--- src/rtl/pss_pkg.sv ---
package pss_pkg;

  localparam int          DW            = 16;
  localparam int          NSTAGE        = 15;
  localparam int          CLK_PERIOD_NS = 20;
  // Stage durations count in tenths of the selected time base.
  localparam int          TENTH_SEC_NS  = 100_000_000;
  localparam int          TENTH_CYCLES  = TENTH_SEC_NS / CLK_PERIOD_NS;
  localparam logic [5:0]  TENTHS_PER_MIN_TENTH = 6'h3b;

  // Word addresses: byte address bits [7:2].
  localparam logic [5:0]  ADR_MODE      = 6'h00;
  localparam logic [5:0]  ADR_CLIMIT    = 6'h01;
  localparam logic [5:0]  ADR_RETAIN    = 6'h02;
  localparam logic [5:0]  ADR_TBASE     = 6'h03;
  localparam logic [5:0]  ADR_CTRL      = 6'h04;
  localparam logic [5:0]  ADR_STATUS    = 6'h05;
  localparam logic [5:0]  ADR_SAV_CYC   = 6'h06;
  localparam logic [5:0]  ADR_SAV_STG   = 6'h07;
  localparam logic [5:0]  ADR_SAV_ELP   = 6'h08;
  localparam logic [5:0]  ADR_LIVE_CYC  = 6'h09;
  localparam logic [5:0]  ADR_STAGE_LO  = 6'h10;
  localparam logic [5:0]  ADR_STAGE_HI  = 6'h2d;

  localparam logic [15:0] MODE_RST      = 16'h0000;
  localparam logic [15:0] CLIMIT_RST    = 16'h0001;
  localparam logic [15:0] CLIMIT_MAX    = 16'h2710;
  localparam logic [15:0] RETAIN_RST    = 16'h0000;
  localparam logic [15:0] TBASE_RST     = 16'h0000;
  localparam logic [15:0] SET_RST       = 16'h0000;
  localparam logic [15:0] DUR_RST       = 16'h0032;
  localparam logic [15:0] DUR_MAX       = 16'hea60;

  // Field positions within the registers; numeric values are plain binary.
  localparam int          RET_STOP_BIT  = 0;
  localparam int          RET_PWR_BIT   = 4;
  localparam int          SET_DIR_BIT   = 0;
  localparam int          SET_RAMP_LSB  = 4;
  localparam int          CTRL_SEQ_EN   = 0;
  localparam int          CTRL_SOFT_RUN = 1;
  localparam int          CTRL_RAMP_TRM = 2;
  localparam int          CTRL_SRC_BIT  = 4;

  localparam logic [1:0]  MODE_ONCE     = 2'h0;
  localparam logic [1:0]  MODE_LIMITED  = 2'h1;
  localparam logic [1:0]  MODE_HOLDLAST = 2'h2;
  localparam logic [1:0]  MODE_LOOP     = 2'h3;

  typedef enum logic [1:0] {
    PSS_IDLE = 2'b00,
    PSS_RUN  = 2'b01,
    PSS_HOLD = 2'b11,
    PSS_DONE = 2'b10
  } pss_fsm_t;

  typedef struct packed {
    logic       run;
    logic       fwd_rev;
    logic [1:0] ramp;
    logic       pwr_fail;
  } pss_term_t;

  typedef struct packed {
    logic [15:0] cyc;
    logic [3:0]  stage;
    logic [15:0] elapsed;
  } pss_prog_t;

endpackage

--- src/rtl/pss_sequencer.sv ---
`timescale 1ns/1ns
module pss_sequencer
  import pss_pkg::*;
#(
  parameter int TENTH_CLKS = TENTH_CYCLES
) (
  input  wire logic        clk_i,
  input  wire logic        rst_i,
  input  wire logic        wb_cyc_i,
  input  wire logic        wb_stb_i,
  input  wire logic        wb_we_i,
  input  wire logic [31:0] wb_adr_i,
  input  wire logic [31:0] wb_dat_i,
  input  wire logic [3:0]  wb_sel_i,
  output logic      [31:0] wb_dat_o,
  output logic             wb_ack_o,
  input  wire logic        run_term_i,
  input  wire logic        fwd_rev_term_i,
  input  wire logic [1:0]  ramp_term_i,
  input  wire logic        power_fail_i,
  output logic             running_o,
  output logic             reverse_o,
  output logic [1:0]       ramp_set_o,
  output logic [3:0]       stage_o,
  output logic             seq_done_o
);

  if (TENTH_CLKS < 2) begin : g_chk
    $error("TENTH_CLKS must be at least 2");
  end

  typedef struct packed {
    pss_term_t               sync1;
    pss_term_t               sync2;
    logic                    pf_d;
    logic [15:0]             mode;
    logic [15:0]             climit;
    logic [15:0]             retain;
    logic [15:0]             tbase;
    logic [15:0]             ctrl;
    logic [NSTAGE-1:0][15:0] set;
    logic [NSTAGE-1:0][15:0] dur;
    pss_fsm_t                fsm;
    pss_prog_t               live;
    pss_prog_t               saved;
    logic                    first_run;
    logic [31:0]             pre;
    logic [5:0]              sub;
    logic                    ack;
    logic [31:0]             dat;
    logic                    running;
    logic                    reverse;
    logic [1:0]              ramp;
    logic                    done;
  } pss_st_t;

  pss_st_t st;
  pss_st_t next_st;

  logic [NSTAGE:1] nz;
  logic [3:0]      first_v;
  logic [3:0]      last_v;
  logic [3:0]      next_v;
  logic [3:0]      resume_v;
  logic            run_cmd;
  logic            tick;
  logic            sw_req;
  logic [5:0]      widx;
  logic [3:0]      eidx;
  logic [15:0]     stage_set_sel;
  logic [15:0]     cur_dur;
  logic [15:0]     wv;
  logic [15:0]     rv;
  logic [15:0]     cyc_inc;
  logic            use_saved;

  for (genvar g = 1; g <= NSTAGE; g++) begin : g_nz
    assign nz[g] = st.dur[g-1] != 16'h0000;
  end

  function automatic logic [15:0] merge16(input logic [15:0] old, input logic [31:0] d, input logic [3:0] sel);
    merge16 = {sel[1] ? d[15:8] : old[15:8], sel[0] ? d[7:0] : old[7:0]};
  endfunction

  always_comb begin
    first_v  = 4'h0;
    last_v   = 4'h0;
    next_v   = 4'h0;
    resume_v = 4'h0;
    for (int i = NSTAGE; i >= 1; i--) begin
      if (nz[i]) begin
        first_v = 4'(i);
      end
      if (nz[i] && 4'(i) > st.live.stage) begin
        next_v = 4'(i);
      end
      if (nz[i] && 4'(i) >= st.saved.stage) begin
        resume_v = 4'(i);
      end
    end
    for (int i = 1; i <= NSTAGE; i++) begin
      if (nz[i]) begin
        last_v = 4'(i);
      end
    end
  end

  // Sequencer run and stop come from the configured source only; direct mode follows the terminal run; the terminal path is synchronised.
  assign run_cmd = st.ctrl[CTRL_SRC_BIT] ? st.sync2.run : st.ctrl[CTRL_SOFT_RUN];
  assign cur_dur = (st.live.stage == 4'h0) ? 16'h0000 : st.dur[4'(st.live.stage - 4'h1)];
  assign cyc_inc = st.live.cyc + 16'h0001;
  assign use_saved = st.first_run ? st.retain[RET_PWR_BIT] : st.retain[RET_STOP_BIT];

  // The prescaler gives one pulse per tenth of a second; minute base divides that by sixty.
  always_comb begin
    tick = 1'b0;
    if (st.pre == 32'(TENTH_CLKS - 1)) begin
      tick = st.tbase[0] ? (st.sub == TENTHS_PER_MIN_TENTH) : 1'b1;
    end
  end

  assign sw_req = wb_cyc_i && wb_stb_i && !st.ack;
  assign widx   = wb_adr_i[7:2];
  assign eidx   = 4'((widx - ADR_STAGE_LO) >> 1);

  always_comb begin
    rv = 16'h0000;
    unique case (widx)
      ADR_MODE:     rv = st.mode;
      ADR_CLIMIT:   rv = st.climit;
      ADR_RETAIN:   rv = st.retain;
      ADR_TBASE:    rv = st.tbase;
      ADR_CTRL:     rv = st.ctrl;
      ADR_STATUS:   rv = {st.live.stage, st.ramp, st.reverse, st.done, st.fsm, st.running, 5'h00};
      ADR_SAV_CYC:  rv = st.saved.cyc;
      ADR_SAV_STG:  rv = {12'h000, st.saved.stage};
      ADR_SAV_ELP:  rv = st.saved.elapsed;
      ADR_LIVE_CYC: rv = st.live.cyc;
      default: begin
        if (widx >= ADR_STAGE_LO && widx <= ADR_STAGE_HI) begin
          rv = widx[0] ? st.dur[eidx] : st.set[eidx];
        end
      end
    endcase
  end

  always_comb begin
    next_st       = st;
    next_st.sync1 = '{run: run_term_i, fwd_rev: fwd_rev_term_i, ramp: ramp_term_i, pwr_fail: power_fail_i};
    next_st.sync2 = st.sync1;
    next_st.pf_d  = st.sync2.pwr_fail;
    next_st.ack   = sw_req;
    next_st.dat   = 32'h0000_0000;
    wv            = 16'h0000;

    if (sw_req && !wb_we_i) begin
      next_st.dat = {16'h0000, rv};
    end
    if (sw_req && wb_we_i) begin
      unique case (widx)
        ADR_MODE: begin
          wv           = merge16(st.mode, wb_dat_i, wb_sel_i);
          next_st.mode = {14'h0000, wv[1:0]};
        end
        ADR_CLIMIT: begin
          wv = merge16(st.climit, wb_dat_i, wb_sel_i);
          // Out-of-range limits are clamped so a bounded mode can never run forever.
          next_st.climit = (wv == 16'h0000) ? CLIMIT_RST : (wv > CLIMIT_MAX ? CLIMIT_MAX : wv);
        end
        ADR_RETAIN:  next_st.retain = merge16(st.retain, wb_dat_i, wb_sel_i) & 16'h0011;
        ADR_TBASE:   next_st.tbase  = merge16(st.tbase, wb_dat_i, wb_sel_i) & 16'h0001;
        ADR_CTRL:    next_st.ctrl   = merge16(st.ctrl, wb_dat_i, wb_sel_i) & 16'h0017;
        ADR_SAV_CYC: next_st.saved.cyc = merge16(st.saved.cyc, wb_dat_i, wb_sel_i);
        ADR_SAV_STG: begin
          wv                  = merge16({12'h000, st.saved.stage}, wb_dat_i, wb_sel_i);
          next_st.saved.stage = wv[3:0];
        end
        ADR_SAV_ELP: next_st.saved.elapsed = merge16(st.saved.elapsed, wb_dat_i, wb_sel_i);
        ADR_STATUS, ADR_LIVE_CYC: begin
        end
        default: begin
          if (widx >= ADR_STAGE_LO && widx <= ADR_STAGE_HI) begin
            if (widx[0]) begin
              wv = merge16(st.dur[eidx], wb_dat_i, wb_sel_i);
              next_st.dur[eidx] = (wv > DUR_MAX) ? DUR_MAX : wv;
            end else begin
              next_st.set[eidx] = merge16(st.set[eidx], wb_dat_i, wb_sel_i) & 16'h0031;
            end
          end
        end
      endcase
    end

    // Power-loss snapshot; software copies it to non-volatile store and back after power-up.
    if (st.sync2.pwr_fail && !st.pf_d && st.retain[RET_PWR_BIT] &&
        (st.fsm == PSS_RUN || st.fsm == PSS_HOLD)) begin
      next_st.saved = st.live;
    end

    if (st.fsm == PSS_RUN) begin
      next_st.pre = (st.pre == 32'(TENTH_CLKS - 1)) ? 32'h0000_0000 : st.pre + 32'h0000_0001;
      if (st.pre == 32'(TENTH_CLKS - 1)) begin
        next_st.sub = (st.sub == TENTHS_PER_MIN_TENTH) ? 6'h00 : st.sub + 6'h01;
      end
    end else begin
      next_st.pre = 32'h0000_0000;
      next_st.sub = 6'h00;
    end

    unique case (st.fsm)
      PSS_IDLE: begin
        if (run_cmd && st.ctrl[CTRL_SEQ_EN]) begin
          next_st.first_run = 1'b0;
          if (first_v == 4'h0) begin
            next_st.fsm = PSS_DONE;
          end else if (use_saved && resume_v != 4'h0) begin
            next_st.fsm          = PSS_RUN;
            next_st.live.cyc     = st.saved.cyc;
            next_st.live.stage   = resume_v;
            next_st.live.elapsed = (resume_v == st.saved.stage) ? st.saved.elapsed : 16'h0000;
          end else begin
            next_st.fsm  = PSS_RUN;
            next_st.live = '{cyc: 16'h0000, stage: first_v, elapsed: 16'h0000};
          end
        end
      end
      PSS_RUN: begin
        if (!run_cmd) begin
          next_st.fsm = PSS_IDLE;
          if (st.retain[RET_STOP_BIT]) begin
            next_st.saved = st.live;
          end
        end else if (cur_dur == 16'h0000) begin
          // A duration cleared while running skips at once to the next nonzero stage, wrapping to the first without counting a cycle.
          next_st.live.elapsed = 16'h0000;
          next_st.live.stage   = (next_v == 4'h0) ? first_v : next_v;
          if (first_v == 4'h0) begin
            next_st.fsm = PSS_DONE;
          end
        end else if (tick) begin
          if (st.live.elapsed + 16'h0001 < cur_dur) begin
            next_st.live.elapsed = st.live.elapsed + 16'h0001;
          end else if (next_v != 4'h0 && st.live.stage != last_v) begin
            next_st.live.stage   = next_v;
            next_st.live.elapsed = 16'h0000;
          end else begin
            next_st.live.cyc     = cyc_inc;
            next_st.live.elapsed = 16'h0000;
            unique case (st.mode[1:0])
              MODE_ONCE: begin
                next_st.fsm = PSS_DONE;
              end
              MODE_LIMITED: begin
                if (cyc_inc >= st.climit) begin
                  next_st.fsm = PSS_DONE;
                end else begin
                  next_st.live.stage = first_v;
                end
              end
              MODE_HOLDLAST: begin
                if (cyc_inc >= st.climit) begin
                  next_st.fsm = PSS_HOLD;
                end else begin
                  next_st.live.stage = first_v;
                end
              end
              MODE_LOOP: begin
                next_st.live.cyc   = st.live.cyc;
                next_st.live.stage = first_v;
              end
            endcase
          end
        end
      end
      PSS_HOLD: begin
        if (!run_cmd) begin
          next_st.fsm = PSS_IDLE;
          // The sequence is complete, so a later start begins from the first stage with a nonzero duration.
          next_st.saved = '0;
        end
      end
      PSS_DONE: begin
        next_st.saved = '0;
        if (!run_cmd) begin
          next_st.fsm = PSS_IDLE;
        end
      end
    endcase

    // With CTRL_SEQ_EN set, direction and ramp follow the stage being entered, so they do not lag stage_o by a cycle; CTRL_RAMP_TRM takes ramp from the terminal.
    stage_set_sel = (next_st.live.stage == 4'h0) ? SET_RST : st.set[4'(next_st.live.stage - 4'h1)];
    if (st.ctrl[CTRL_SEQ_EN]) begin
      next_st.running = (next_st.fsm == PSS_RUN) || (next_st.fsm == PSS_HOLD);
      next_st.reverse = stage_set_sel[SET_DIR_BIT];
      next_st.ramp    = stage_set_sel[SET_RAMP_LSB +: 2];
    end else begin
      next_st.running = st.sync2.run;
      next_st.reverse = st.sync2.run && st.sync2.fwd_rev;
      next_st.ramp    = 2'h0;
    end
    if (st.ctrl[CTRL_RAMP_TRM]) begin
      next_st.ramp = st.sync2.ramp;
    end
    next_st.done = (st.fsm == PSS_DONE) || (st.fsm == PSS_HOLD);

    if (rst_i) begin
      next_st           = '0;
      next_st.mode      = MODE_RST;
      next_st.climit    = CLIMIT_RST;
      next_st.retain    = RETAIN_RST;
      next_st.tbase     = TBASE_RST;
      next_st.set       = {NSTAGE{SET_RST}};
      next_st.dur       = {NSTAGE{DUR_RST}};
      next_st.fsm       = PSS_IDLE;
      next_st.first_run = 1'b1;
    end
  end

  always_ff @(posedge clk_i) begin
    st <= next_st;
  end

  assign wb_dat_o   = st.dat;
  assign wb_ack_o   = st.ack;
  assign running_o  = st.running;
  assign reverse_o  = st.reverse;
  assign ramp_set_o = st.ramp;
  assign stage_o    = st.live.stage;
  assign seq_done_o = st.done;

endmodule // pss_sequencer

--- config.mk ---
export PLATFORM = sky130hd
export DESIGN_NAME = pss_sequencer
export DESIGN_NICKNAME = d
export VERILOG_FILES = /design/src/rtl/pss_pkg.sv /design/src/rtl/pss_sequencer.sv
export SDC_FILE = /design/constraint.sdc
export NUM_CORES = 1
export LEC_CHECK = 0
export BUFFER_PORTS_ARGS = -buffer_cell sky130_fd_sc_hd__buf_2
export CAP_MARGIN = 10
export CORE_AREA = 3 3 280 282
export DETAILED_ROUTE_END_ITERATION = 10
export DIE_AREA = 0 0 283 285
export PLACE_DENSITY = 0.57
export SYNTH_ARGS = -nofsm -noshare
export SYNTH_HDL_FRONTEND = slang
export SYNTH_SLANG_ARGS = --single-unit
export TNS_END_PERCENT = 30
--- constraint.sdc ---
create_clock -name clk_i -period 8.2 [get_ports clk_i]
set_input_delay 0.82 -clock clk_i [delete_from_list [all_inputs] [get_ports clk_i]]
set_output_delay 0.82 -clock clk_i [all_outputs]
set_load 0.05 [all_outputs]
---- After elaboration in Yosys (flattened, before gate mapping) ----
Index checks and enable logic that the tools add are counted.
Widths: inputs -> output; s select.
word-level totals
  bits in registers ....................... 667
  bits of input ports ..................... 78
  output and inout port bits .............. 42
operators by class
  $add $sub $neg .......................... 7
  order comparisons ....................... 40
  eq/ne operators ......................... 30
  multiplexer cells ....................... 132
  bitwise logic cells ..................... 4
  reductions and logical operators ........ 92
operator list
  kind                   count
  $bwmux 240             2
  $mux 36                8
  $bmux 16 s4            4
  $mux 16                16
  $mux 4                 64
  $reduce_bool 16->1     15
  $pmux 16 s10           1
  $pmux 36 s3            1
  $mux 38                2
  $pmux 36 s2            1
  $demux 16 s4           1
  $mux 8                 8
  $logic_and 1x1->1      43
  $mux 20                2
  $add 16x1->16 const B  2
  $add 32x1->32 const B  1
  $eq 32x23->1 const B   1
  $ge 4x4->1 const A     8
  $gt 4x4->1 const A     8
  $logic_not 16->1       2
  $eq 6x3->1 const B     4
  $mux 6                 4
  $mux 22                1
  $mux 18                1
  47 further kinds       105

---- Logic depth before layout (Yosys ltp) ----
  word-level depth ........................ 31
  mapped depth ............................ 29
  gate-level depth less buffers ........... 24

---- Worst setup path after synthesis ----
Ideal clock, no wire load.
  kind .................................... register -> register
  start ................................... reg st, in the netlist stage_o[0]
  end ..................................... reg st, in the netlist ramp_set_o[0]
  setup time .............................. 0.117 ns
  arrival ................................. 6.022 ns
  data required time ...................... 8.083 ns
  path slack .............................. 2.061 ns
  stages on the path, launching flop included .. 28
  cell sequence ........................... dfxtp_1 -> buf_6 -> buf_12 -> buf_6 -> inv_1 -> ha_1 -> buf_2 -> buf_4 -> clkbuf_1 -> mux4_2 -> mux2i_1 -> o32a_1 -> ha_1 -> a21o_1 -> a21o_1 -> a21o_1 -> nand2_1 -> a21boi_1 -> a41o_1 -> o21a_1 -> a31oi_4 -> buf_6 -> inv_1 -> ha_1 -> clkbuf_1 -> mux4_2 -> mux4_2 -> a32o_1
on the way
  longest elaborated chain between the ends .. 31
RTL lines
  element                       RTL line              text
  start, declared               pss_sequencer.sv:57   pss_st_t st;
  start signal, assigned        pss_sequencer.sv:320  st <= next_st;
  $gt 4x4->1                    pss_sequencer.sv:94   if (nz[i] && 4'(i) > st.live.stage) begin
  $logic_and 1x1->1             pss_sequencer.sv:94
  $mux 4 (15 in series)         pss_sequencer.sv:94
  $reduce_bool 4->1             pss_sequencer.sv:243  end else if (next_v != 4'h0 && st.live.stage != last_v) begin
  $logic_and 1x1->1             pss_sequencer.sv:243
  $mux 20                       pss_sequencer.sv:243
  $mux 22                       pss_sequencer.sv:241  if (st.live.elapsed + 16'h0001 < cur_dur) begin
  $mux 38                       pss_sequencer.sv:240  end else if (tick) begin
  $mux 20                       pss_sequencer.sv:233  end else if (cur_dur == 16'h0000) begin
  $mux 36                       pss_sequencer.sv:228  if (!run_cmd) begin
  $pmux 36 s2 *                 pss_sequencer.sv:210  unique case (st.fsm)
  $sub 4x1->4                   pss_sequencer.sv:291  stage_set_sel = (next_st.live.stage == 4'h0) ? SET_RST : st.set[4'(next_st.live.stage - 4'h1)];
  $bmux 16 s4                   pss_sequencer.sv:291
  $mux 6 (implied by the code)  pss_sequencer.sv:291
  $mux 6 *                      pss_sequencer.sv:291
  $mux 4 *                      pss_sequencer.sv:292  if (st.ctrl[CTRL_SEQ_EN]) begin
  $mux 2 *                      pss_sequencer.sv:301  if (st.ctrl[CTRL_RAMP_TRM]) begin
Every way passes the cells marked *; elsewhere a longest branch is shown, timed or not. The select of a mux whose other input is x is not followed.
A chain may end at the register's enable or synchronous reset.

---- Worst setup path after layout ----
  start ................................... reg st[133] (netlist name)
  end ..................................... reg st, in the netlist ramp_set_o[0]
on the way
  longest elaborated chain between the ends .. 16
RTL lines
  element                       RTL line                                    text
  $add 16x1->16 *               pss_sequencer.sv:111                        assign cyc_inc = st.live.cyc + 16'h0001;
  $ge 16x16->1 *                pss_sequencer.sv:254, pss_sequencer.sv:261
  $mux 4 *                      pss_sequencer.sv:254, pss_sequencer.sv:261
  $pmux 4 s2 *                  pss_sequencer.sv:249                        unique case (st.mode[1:0])
  $mux 20 *                     pss_sequencer.sv:243
  $mux 22 *                     pss_sequencer.sv:241
  $mux 38 *                     pss_sequencer.sv:240
  $mux 20 *                     pss_sequencer.sv:233
  $mux 36 *                     pss_sequencer.sv:228
  $pmux 36 s2 *                 pss_sequencer.sv:210
  $sub 4x1->4                   pss_sequencer.sv:291
  $bmux 16 s4                   pss_sequencer.sv:291
  $mux 6 (implied by the code)  pss_sequencer.sv:291
  $mux 6 *                      pss_sequencer.sv:291
  $mux 4 *                      pss_sequencer.sv:292
  $mux 2 *                      pss_sequencer.sv:301
Marked as above.

==> flow_metrics.py <==
metrics = {
    "job": {
        "cap_violations": 0,
    },
    "timing": {
        "period_minus_slack_ns": 6.54,
        "clock_skew_ns": 0.0249,
        "slew_headroom": 0.166,
        "grt_setup_unrepaired": "no",
        "hold_viol": 0,
        "max_slew.worst_pin.slew_ns": 1.25,
        "fmax_mhz": 153,
        "fin_crit_sh": 0.798,
        "drv_slew": 0,
        "setup_viol": 0,
        "setup_tns_ns": 0,
    },
    "clocking": {
        "insertion_delay_ns": 0.62,
        "clock_sinks": 456,
        "cts_max_path_buffers": 3,
        "clkTransAtPathRegs_ns": 0.06,
        "postCtsSetupRepairBufs": 0,
        "cts-resized-gates": 0,
        "htreeDepth": 2,
        "hold_buffers": 0,
        "clk_root_buffer_cell": "clkbuf_16",
        "cts_tree": "built",
        "cts-buffers-inserted": 53,
    },
    "min_path": {
        "hold_start": "ramp_term_i[1]",
        "hold_path.class": "in2reg",
    },
    "route": {
        "final_antenna_net_count": 0,
        "dr_wl_met3_um": 7600,
        "routedWlPerCell_um": 23.1,
        "top_layer": "met5",
        "drt_wl_total_um": 94400,
        "dr_wl_met2_um": 41300,
        "drt_iter0_markers": 2827,
        "drtPass1Iterations": 6,
        "route.detailed.drc": 0,
        "wl_met1_um": 42200,
        "vias_per_cell": 5.91,
        "routed-via-count": 24116,
    },
    "critical_path": {
        "cp-start-kind": "register",
        "crit_chain": "nand3_1 -> nor4_1 -> and3_1 -> and3_1 -> nand3_1 -> xnor2_1 -> ha_1 -> a21o_1 -> a21o_1 -> a21oi_1 -> o21ai_0 -> a211oi_1 -> o21bai_1 -> o22ai_1 -> o221ai_1 -> a31oi_4 -> inv_1 -> ha_1 -> buf_4 -> mux4_2 -> mux4_2 -> a32o_1",
        "cp.arrival_ns": 7.05,
        "slowest_stage": "nor4_1",
        "crit_type": "reg2reg",
        "timing.rr.start": "st[133]$_SDFFE_PP0P_",
        "cp_top_family": "compound AO/OA/AOI/OAI gates",
        "slowest_delay_ns": 0.67,
        "r2r_slack_ns": 1.66,
        "worstPathMaxFanout": 13,
        "crit_path_end_kind": "register",
        "path_buf_inv": 2,
        "startpoint": "st[133]$_SDFFE_PP0P_",
        "required_ns": 8.71,
    },
    "place": {
        "place_congestion": 0.936,
        "portBuffers": 59,
        "placed_area_mm2": 0.0275,
        "hpwl_um": 68500,
    },
    "power": {
        "power_density_mw_per_mm2": 165,
        "ir_worst_vdd_uv": 145,
        "p_leak_nw": 9.83,
    },
    "synthesis": {
        "synth_seq_cells": 456,
        "synthCells": 3074,
        "ys_seq_area_frac": 0.345,
        "async_flop_share": 0,
        "syn_area_per_cell_um2": 8.61,
        "syn_area_mm2": 0.0265,
        "synth-edff-count": 0,
        "synthDistinctLibCells": 90,
        "yosys_warnings": 0,
        "synthFlopType": "dfxtp_1",
    },
    "grt": {
        "grt_pass1_vias": 22560,
        "antenna_found_initial": 2,
        "grt_usage": 0.227,
        "grt_pass1_wl_um": 145000,
        "overflow": 0,
        "grt_max_degree": 226,
    },
    "run_status": {
        "status": "finished clean",
    },
    "finish": {
        "design_area_mm2": 0.0292,
        "syn_to_final_growth_pct": 10.5,
        "nets": 3134,
        "diodes": 0,
        "drive_gt1_frac": 0.130,
    },
    "floorplanning": {
        "core-area_mm2": 0.0759,
        "row_count": 101,
        "start_util": 0.349,
        "ios": 120,
        "die_area_mm2": 0.0807,
        "die_w_um": 283,
        "fp.dieH_um": 285,
    },
}
==> placed cells by master (no fill, tap or decap), drive strengths merged, types with 10 or more instances in the layout <==
cell type	synthesis	final
nor2b	31	31
a31oi	17	17
o21ai	99	99
and2	13	13
mux2	19	19
buf	85	125
nand3b	12	12
o32a	14	14
a211oi	128	128
nor2	411	411
a211o	46	46
ha	45	45
mux4	135	135
a222oi	13	13
xor2	33	33
or3	11	11
nand2b	14	14
conb	1	16
xnor2	30	30
inv	49	50
a32o	10	10
and3	33	33
o21a	17	17
a22o	10	10
dfxtp	456	456
a221oi	18	18
clkinv	0	12
clkbuf	173	82
a311oi	17	17
a21oi	250	250
and4	14	14
nor3	31	31
nand4	31	31
nand2	390	390
a22oi	53	53
nor4	77	77
nand3	73	73
a21o	19	19
mux2i	92	92
==> cell usage after synthesis (18+ instances only) <==
cell	n	area share
a211o_1	46	0.015
a221oi_1	18	0.0060
nand3_1	73	0.014
nand4_1	31	0.0073
nor4_1	74	0.017
nor2b_1	31	0.0073
dfxtp_1	456	0.34
buf_2	23	0.0043
clkbuf_1	173	0.025
xor2_1	33	0.011
mux2i_1	92	0.035
ha_1	45	0.021
inv_1	49	0.0069
a211oi_1	127	0.036
mux4_2	135	0.11
nand2_1	390	0.055
o21ai_0	95	0.018
and3_1	33	0.0078
a21oi_1	250	0.047
xnor2_1	29	0.0096
a21o_1	19	0.0054
nor3_1	31	0.0059
buf_4	42	0.012
nor2_1	410	0.058
mux2_2	18	0.0077
a22oi_1	53	0.015
==> where the power goes <==
group | leakage (nW) | switching (mW) | internal, mW
logic | 5.31 | 0.179 | 0.0567
registers | 3.68 | 0.00351 | 2.22
clock network | 0.845 | 1.00 | 1.35
total | 9.83 | 1.18 | 3.63
==> registers in the layout (all words and copies together), names as in the netlist <==
name        cells
st            430
stage_o         4
seq_done_o      1
wb_dat_o       16
ramp_set_o      2
reverse_o       1
wb_ack_o        1
running_o       1
==> per-layer routing <==
metal	track usage	vias up
met5	0	-
li1	-	11210
met4	0.0808	4
met3	0.0403	178
met1	0.320	11650
met2	0.347	1074
==> cell families (layout without fill, tap and decap cells) <==
logic type	after synthesis	after routing	share of synthesized area
XOR/XNOR	63	63	0.0211
flip-flops	456	456	0.345
other	1	16	0.000142
AO/OA/AOI/OAI	787	787	0.201
AND/OR/NAND/NOR	1169	1169	0.201
adder cells (fa/ha/maj)	45	45	0.0213
buffers and inverters	307	271	0.0529
multiplexers	246	246	0.158
==> layout make-up <==
cell class / count / area (um^2)
multi-input combinational: 2326 / 16100
sequential: 456 / 9130
inverter: 49 / 184
clock inverter: 15 / 133
tap: 1030 / 1290
timing repair buffer: 125 / 843
clock buffer: 82 / 1580
fill: 7751 / 46700
==> final timing paths <==
path	to	cells past startpoint
min reg2reg	st[713]$_SDFF_PP0_	1
max	ramp_set_o[0]$_SDFF_PP0_	22
min	st[719]$_SDFF_PP0_	2
max reg2reg	ramp_set_o[0]$_SDFF_PP0_	22
==> per-stage QoR <==
stage	total power [mW]	util	std cells	worst slack (ns)	hold WS (ns)
after floorplan	2.43	-	3089	2.06	0.414
after global placement	2.50	0.362	3985	1.76	0.416
after detailed placement	2.50	0.362	3985	1.74	0.423
after CTS	4.85	0.385	4082	1.71	0.389
after global routing	4.96	0.385	4083	1.33	0.402
final	4.81	0.385	4083	1.66	0.420
No activity file was read; power rests on OpenSTA's default activity.
